`src/hw/instr_subset_pkg.sv`:
```
// Constants, opcodes, state carrier and register map of the instruction subset unit.
// Assumes a single 100 MHz core clock and an APB master for the status window.
package instr_subset_pkg;
   localparam int INSTR_W = 12;
   localparam int PC_W = 9;
   localparam logic [11:0] OP_FILE_OP_MASK = 12'hfc0;
   localparam logic [11:0] OP_ROTATE = 12'h300;
   localparam logic [11:0] OP_SUBTRACT = 12'h080;
   localparam logic [11:0] OP_RETURN_MASK = 12'hf00;
   localparam logic [11:0] OP_RETURN_LIT = 12'h800;
   localparam logic [11:0] OP_SLEEP = 12'h003;
   localparam int FADDR_MSB = 4;
   localparam int DEST_BIT = 5;
   localparam logic [7:0] ACC_RESET = 8'h00;
   localparam logic EXPIRY_RESET = 1'b1;
   localparam logic SLEPT_RESET = 1'b1;
   localparam logic [11:0] ADDR_STATUS = 12'h000;
   localparam logic [11:0] ADDR_CONTROL = 12'h004;
   localparam int CTRL_WAKE_BIT = 0;

   typedef enum logic [1:0] {
      ST_RUN = 2'b00,
      ST_REFETCH = 2'b01,
      ST_ASLEEP = 2'b10
   } exec_state_t;

   typedef struct packed {
      logic [7:0] result;
      logic carry;
      logic dc;
      logic zero;
   } alu_out_t;

   typedef struct packed {
      logic [4:0] addr;
      logic [7:0] wdata;
      logic we;
   } file_wr_t;

   typedef struct packed {
      exec_state_t st;
      logic [7:0] acc;
      logic carry;
      logic dc;
      logic zero;
      logic expiry;
      logic slept;
      logic pin_wake;
      file_wr_t fw;
      logic pc_load;
      logic [PC_W-1:0] pc_val;
      logic pop;
      logic watchdog_clr;
      logic pready;
      logic pslverr;
      logic [31:0] prdata;
   } core_state_t;
endpackage

```
`src/hw/subset_alu.sv`:
```
// Combinational rotate and subtract datapath with flag generation.
// Assumes operands are stable for the cycle in which the result is used.
`timescale 1ns/1ps
module subset_alu (
   input wire logic [7:0] file_val_i,
   input wire logic [7:0] acc_i,
   input wire logic carry_i,
   input wire logic sub_i,
   output instr_subset_pkg::alu_out_t out_o
);
   import instr_subset_pkg::*;
   logic [8:0] diff;
   logic [4:0] low_diff;

   // Two's complement: f + ~w + 1, carry out is the inverted borrow
   assign diff = {1'b0, file_val_i} + {1'b0, ~acc_i} + 9'h001;
   assign low_diff = {1'b0, file_val_i[3:0]} + {1'b0, ~acc_i[3:0]} + 5'h01;

   always_comb begin
      if (sub_i) begin
         out_o.result = diff[7:0];
         out_o.carry = diff[8];
         out_o.dc = low_diff[4];
         out_o.zero = (diff[7:0] == 8'h00);
      end else begin
         out_o.result = {carry_i, file_val_i[7:1]};
         out_o.carry = file_val_i[0];
         out_o.dc = 1'b0;
         out_o.zero = 1'b0;
      end
   end
endmodule

```
`src/hw/instr_subset_core.sv`:
```
// Execute stage for literal return, rotate right, sleep and subtract.
// Assumes file_rdata_i already holds the register addressed by instr_i[4:0].
//
// The APB slave port and the register addresses are this design's own decisions.
`timescale 1ns/1ps
module instr_subset_core (
   input wire logic clk_i,
   input wire logic reset_i,
   input wire logic instr_valid_i,
   input wire logic [instr_subset_pkg::INSTR_W-1:0] instr_i,
   input wire logic [7:0] file_rdata_i,
   input wire logic [instr_subset_pkg::PC_W-1:0] stack_top_i,
   input wire logic wake_i,
   input wire logic pin_change_wake_flag_i,
   input wire logic psel,
   input wire logic penable,
   input wire logic pwrite,
   input wire logic [11:0] paddr,
   input wire logic [31:0] pwdata,
   output logic pready,
   output logic pslverr,
   output logic [31:0] prdata,
   output logic busy_o,
   output logic sleeping_o,
   output logic [7:0] acc_o,
   output logic carry_o,
   output logic dc_o,
   output logic zero_o,
   output logic expiry_status_flag_o,
   output logic sleep_entered_flag_o,
   output logic pin_change_wake_flag_o,
   output logic [4:0] file_addr_o,
   output logic [7:0] file_wdata_o,
   output logic file_we_o,
   output logic pc_load_o,
   output logic [instr_subset_pkg::PC_W-1:0] pc_value_o,
   output logic stack_pop_o,
   output logic watchdog_clear_o,
   output logic watchdog_prescaler_clear_o
);
   import instr_subset_pkg::*;

   core_state_t state_reg;
   core_state_t state_next;
   alu_out_t alu;
   logic accept;
   logic is_rrf;
   logic is_sub;
   logic is_ret;
   logic is_sleep;
   logic dest_file;
   logic wake_req;
   logic apb_access;

   assign accept = instr_valid_i && (state_reg.st == ST_RUN);
   assign is_rrf = (instr_i & OP_FILE_OP_MASK) == OP_ROTATE;
   assign is_sub = (instr_i & OP_FILE_OP_MASK) == OP_SUBTRACT;
   assign is_ret = (instr_i & OP_RETURN_MASK) == OP_RETURN_LIT;
   assign is_sleep = instr_i == OP_SLEEP;
   assign dest_file = instr_i[DEST_BIT];
   assign apb_access = psel && penable && !state_reg.pready;
   assign wake_req = wake_i || (apb_access && pwrite && paddr == ADDR_CONTROL
                                && pwdata[CTRL_WAKE_BIT]);

   subset_alu u_alu (
      .file_val_i(file_rdata_i),
      .acc_i(state_reg.acc),
      .carry_i(state_reg.carry),
      .sub_i(is_sub),
      .out_o(alu)
   );

   always_comb begin
      state_next = state_reg;
      state_next.fw.we = 1'b0;
      state_next.pc_load = 1'b0;
      state_next.pop = 1'b0;
      state_next.watchdog_clr = 1'b0;
      state_next.pin_wake = pin_change_wake_flag_i;
      unique case (state_reg.st)
         ST_RUN: begin
            if (accept && is_ret) begin
               state_next.acc = instr_i[7:0];
               state_next.pc_load = 1'b1;
               state_next.pc_val = stack_top_i;
               state_next.pop = 1'b1;
               state_next.st = ST_REFETCH;
            end else if (accept && (is_rrf || is_sub)) begin
               state_next.carry = alu.carry;
               if (is_sub) begin
                  state_next.dc = alu.dc;
                  state_next.zero = alu.zero;
               end
               state_next.fw.addr = instr_i[FADDR_MSB:0];
               state_next.fw.wdata = alu.result;
               if (dest_file) begin
                  state_next.fw.we = 1'b1;
               end else begin
                  state_next.acc = alu.result;
               end
            end else if (accept && is_sleep) begin
               state_next.watchdog_clr = 1'b1;
               state_next.expiry = 1'b1;
               state_next.slept = 1'b0;
               state_next.st = ST_ASLEEP;
            end
         end
         ST_REFETCH: begin
            // Fetched word is stale after the jump, so this slot is dropped
            state_next.st = ST_RUN;
         end
         ST_ASLEEP: begin
            if (wake_req) begin
               state_next.st = ST_RUN;
            end
         end
         default: begin
            state_next.st = ST_RUN;
         end
      endcase
      // APB: one wait state so read data can come from a flop
      state_next.pready = apb_access;
      state_next.pslverr = 1'b0;
      if (apb_access) begin
         state_next.prdata = 32'h0000_0000;
         if (paddr == ADDR_STATUS) begin
            state_next.prdata = {16'h0000, state_reg.acc, 1'b0,
                                 state_reg.st == ST_ASLEEP, state_reg.pin_wake,
                                 state_reg.expiry, state_reg.slept,
                                 state_reg.zero, state_reg.dc, state_reg.carry};
            state_next.pslverr = pwrite;
         end else if (paddr != ADDR_CONTROL) begin
            state_next.pslverr = 1'b1;
         end
      end
   end

   always_ff @(posedge clk_i or posedge reset_i) begin
      if (reset_i) begin
         state_reg <= '{st: ST_RUN, acc: ACC_RESET, carry: 1'b0, dc: 1'b0, zero: 1'b0,
                        expiry: EXPIRY_RESET, slept: SLEPT_RESET, pin_wake: 1'b0,
                        fw: '0, pc_load: 1'b0, pc_val: '0, pop: 1'b0, watchdog_clr: 1'b0,
                        pready: 1'b0, pslverr: 1'b0, prdata: 32'h0000_0000};
      end else begin
         state_reg <= state_next;
      end
   end

   assign pready = state_reg.pready;
   assign pslverr = state_reg.pslverr;
   assign prdata = state_reg.prdata;
   assign busy_o = state_reg.st == ST_REFETCH;
   assign sleeping_o = state_reg.st == ST_ASLEEP;
   assign acc_o = state_reg.acc;
   assign carry_o = state_reg.carry;
   assign dc_o = state_reg.dc;
   assign zero_o = state_reg.zero;
   assign expiry_status_flag_o = state_reg.expiry;
   assign sleep_entered_flag_o = state_reg.slept;
   assign pin_change_wake_flag_o = state_reg.pin_wake;
   assign file_addr_o = state_reg.fw.addr;
   assign file_wdata_o = state_reg.fw.wdata;
   assign file_we_o = state_reg.fw.we;
   assign pc_load_o = state_reg.pc_load;
   assign pc_value_o = state_reg.pc_val;
   assign stack_pop_o = state_reg.pop;
   // Counter and prescaler are cleared together by one strobe
   assign watchdog_clear_o = state_reg.watchdog_clr;
   assign watchdog_prescaler_clear_o = state_reg.watchdog_clr;

   logic [7:0] diff_chk;
   assign diff_chk = file_rdata_i - state_reg.acc;
endmodule

```
`config.mk`:
```
export PLATFORM = sky130hd
export DESIGN_NAME = instr_subset_core
export DESIGN_NICKNAME = d
export VERILOG_FILES = /design/src/hw/instr_subset_pkg.sv /design/src/hw/subset_alu.sv /design/src/hw/instr_subset_core.sv
export SDC_FILE = /design/constraint.sdc
export NUM_CORES = 1
export LEC_CHECK = 0
export BUFFER_PORTS_ARGS = -buffer_cell sky130_fd_sc_hd__buf_2
export CORE_MARGIN = 5
export CORE_UTILIZATION = 50
export DETAILED_ROUTE_END_ITERATION = 12
export HOLD_SLACK_MARGIN = 0.08
export PLACE_DENSITY = 0.86
export SLEW_MARGIN = 20
export SYNTH_ARGS = -nofsm -noshare
export SYNTH_HDL_FRONTEND = slang
export SYNTH_SLANG_ARGS = --single-unit
```
`constraint.sdc`:
```
create_clock -name clk_i -period 4.1 [get_ports clk_i]
set_clock_uncertainty 0.1 [all_clocks]
set_input_delay 0.41 -clock clk_i [delete_from_list [all_inputs] [get_ports clk_i]]
set_output_delay 0.41 -clock clk_i [all_outputs]
set_load 0.1 [all_outputs]
```
==> run summary <==
• DRC viols: 0
• Post-Layout Cell Count: 474
• Worst R2R Path Depth: 8
• routed wire length per instance: 16.15 um
• number of placement rows: 29
• clock latency reported for the late side of the worst-skew pair: 0.32 ns
• Multi-input gate area: 0.001276 mm^2
• Critical Setup Path Class: flop to flop
• required time of the critical path: 4.23 ns
• worst ir drop on vdd: 0.3529 mV
• power density over the cells: 598.4 mW/mm^2
• slack of the worst reg-to-reg path: 1.48 ns
• max-capacitance violation count: 0
• Area after DPL: 0.003423 mm^2
• setup tns final: 0 ns
• setup fix buffers added after clock tree synthesis: 0
• worst slack after detailed placement: 1.361 ns
• worst flop-to-flop path startpoint: acc_o[0]
• total global-route track usage: 18.63%
• run status: complete, no violations
• number of global-route vias before repair: 2565
• yosys synthesis warning count: 0
• Arr. time, crit path: 2.74 ns
• final critical path time including I/O delays and setup: 2.618 ns
• Initial Util: 51.23%
• worst min-delay path class: primary input to flop
• worst-path maximum fanout: 5
• flip-flop count of the largest register after layout: 15
• portion of the post-synthesis area used by sequential elements: 44.14%
• layout cell share with drive strength beyond 1: 34.76%
• average size of a mapped cell: 9.891 um^2
• IO Port Bufs: 108
• placed wire-length estimate: 5905 um
• top-level I/O count: 158
• starting DRC count in detailed routing: 141
• kind of start point of the critical path: flop
• number of max-slew violations in the final report: 0
• most common cell after layout, fill and taps aside: sky130_fd_sc_hd__buf_2
• mapped cell area: 0.003234 mm^2
• die outline width: 90.43 um
• number of cells upsized or downsized after cts: 0
• area of the die: 0.008178 mm^2
• synthesized instance count: 327
• root buffer cell: sky130_fd_sc_hd__clkbuf_8
• clock tree from TritonCTS: done
• Worst setup EP type: flop
• origin of the worst setup path: acc_o[0]
• unrepaired setup endpoints after global routing: no
• worst r2r dst: zero_o
• CTS buffer count: 9
• maximum clock frequency: 381.9 MHz
• global placement routability congestion: 0.8516
• Longest Clk Path Bufs: 2
• total wirelength of the detailed-routed design: 7655 um
• Filler Cell Count: 569
• post-route cell area: 0.003632 mm^2
• Clock Pin Slew Worst Setup and Hold Paths: 0.06 ns
• sequential standard cell area: 0.001428 mm^2
• timing endpoint of the critical path: zero_o
• commonest register cell after synthesis: sky130_fd_sc_hd__dfrtp_1
• share of the clock period used by the worst path after layout: 63.86%
• number of antenna violations at the first check in global routing: 0
• count of H-tree levels built during CTS: 3
• number of flip-flops and latches in the synthesized netlist: 57
• Final Net Count: 483
• pin count of the biggest net entering global routing: 31
• Worst Hold Margin: 0.1750 ns
• final setup violation count: 0
• die outline height: 90.43 um
• first-pass GRT wire length: 12480 um
• instance count after placement with tap cells included: 456
• count of flip-flops with a built-in enable after synthesis: 0
• relative slew slack: 28.71%
• Area growth syn-to-layout: 12.30%
• Antenna Violating Nets Remaining: 0
• via density per instance: 5.335
• synth unique cells: 55
• routed vias: 2529
• transition time of the tightest slew-check pin: 1.065 ns
• diode count: 0
• # hold bufs at CTS: 2
• Static Leak: 2.008 nW
• top library cells by usage in the layout, fill and taps aside: sky130_fd_sc_hd__buf_2 (108), sky130_fd_sc_hd__dfrtp_1 (56), sky130_fd_sc_hd__nand2_1 (41), sky130_fd_sc_hd__o21ai_0 (19), sky130_fd_sc_hd__conb_1 (18)
• total congestion overflow after global routing: 0
• number of search-and-repair iterations in the first detailed-routing pass: 4
• post-route setup slack: 1.482 ns
• number of sinks handled by clock tree synthesis: 57
• area of the placeable core: 0.006314 mm^2
• Async S/R FF share, synth: 100.0%
• final hold violation count: 0
[synth_stat cells (3+ instances only)]
library cell	number	area [um^2]
sky130_fd_sc_hd__a21o_1	3	22.52
sky130_fd_sc_hd__nand2_1	41	153.9
sky130_fd_sc_hd__ha_1	9	112.6
sky130_fd_sc_hd__o211ai_1	4	30.03
sky130_fd_sc_hd__a21oi_1	3	15.01
sky130_fd_sc_hd__buf_4	65	488.0
sky130_fd_sc_hd__inv_1	17	63.81
sky130_fd_sc_hd__dfrtp_1	56	1401
sky130_fd_sc_hd__nand3_1	4	20.02
sky130_fd_sc_hd__o21ai_0	19	95.09
sky130_fd_sc_hd__nor3_1	6	30.03
sky130_fd_sc_hd__a22oi_1	6	45.04
sky130_fd_sc_hd__nor2_1	6	22.52
sky130_fd_sc_hd__mux2i_1	6	60.06
sky130_fd_sc_hd__clkbuf_1	7	26.28
sky130_fd_sc_hd__a22o_1	15	131.4
sky130_fd_sc_hd__nor2b_1	4	25.02
sky130_fd_sc_hd__mux2_2	5	56.30
sky130_fd_sc_hd__nor4_1	4	25.02
sky130_fd_sc_hd__and3_1	3	18.77
[report_power, final]
| part | leakage (nW) | switching [mW] | internal [mW] | total (mW) |
|---|---|---|---|---|
| clock | 0.0974 | 0.205 | 0.296 | 0.501 |
| combinational | 1.16 | 0.803 | 0.181 | 0.985 |
| sequential | 0.748 | 0.0543 | 0.633 | 0.688 |
| total | 2.01 | 1.06 | 1.11 | 2.17 |
[cell type report]
type / count / share of cell area [%]
multi-input combinational: 194 / 35.14
inverter: 18 / 1.860
clock buffer: 13 / 4.099
timing repair buffer: 112 / 15.85
clock inverter: 3 / 1.102
tap: 77 / 2.652
sequential: 57 / 39.30
[worst max-delay path, stage by stage (launching register included)]
cell	delay, ns
sky130_fd_sc_hd__dfrtp_1	0.45
sky130_fd_sc_hd__ha_1	0.18
sky130_fd_sc_hd__inv_1	0.04
sky130_fd_sc_hd__fa_1	0.40
sky130_fd_sc_hd__a21o_1	0.21
sky130_fd_sc_hd__a21oi_1	0.29
sky130_fd_sc_hd__xnor2_1	0.12
sky130_fd_sc_hd__or4_1	0.52
sky130_fd_sc_hd__o31ai_1	0.21
[cell families (layout without fill, tap and decap cells)]
kind of cell / after synthesis / count (layout) / share of synthesized area [%]
XOR/XNOR: 3 / 3 / 0.8125
AND/OR/NAND/NOR: 86 / 86 / 14.04
adder cells (fa/ha/maj): 10 / 10 / 4.101
buffers and inverters: 92 / 146 / 18.26
flip-flops: 57 / 57 / 44.14
other: 2 / 18 / 0.2322
AO/OA/AOI/OAI: 66 / 66 / 14.82
multiplexers: 11 / 11 / 3.598
[how the worst min path moves through the flow]
stage	slack, ns	depth (start not counted)	start	end
after floorplan	0.34	0	pin_change_wake_flag_i	pin_change_wake_flag_o
after global placement	0.35	2	pc_value_o[7]	pc_value_o[7]
after detailed placement	0.36	2	pc_value_o[1]	pc_value_o[1]
after CTS	0.16	3	stack_top_i[2]	pc_value_o[2]
after global routing	0.16	3	stack_top_i[3]	pc_value_o[3]
final	0.18	3	stack_top_i[3]	pc_value_o[3]
[layer usage]
metal | GRT usage (%) | vias up | routed length, um
li1 | - | 1188 | -
met1 | 22.85 | 1210 | 3272
met2 | 30.18 | 114 | 3664
met3 | 6.917 | 17 | 570
met4 | 6.328 | 0 | 147
met5 | 0 | - | 0
[per-stage QoR]
stage | power (mW) | util, %
3_3_place_gp | 1.665 | 54.22
2_1_floorplan | 1.615 | -
4_1_cts | 2.192 | 57.53
6_report | 2.174 | 57.53
5_1_grt | 2.273 | 57.53
3_5_place_dp | 1.679 | 54.22
Power figures use the tool's default switching activity.
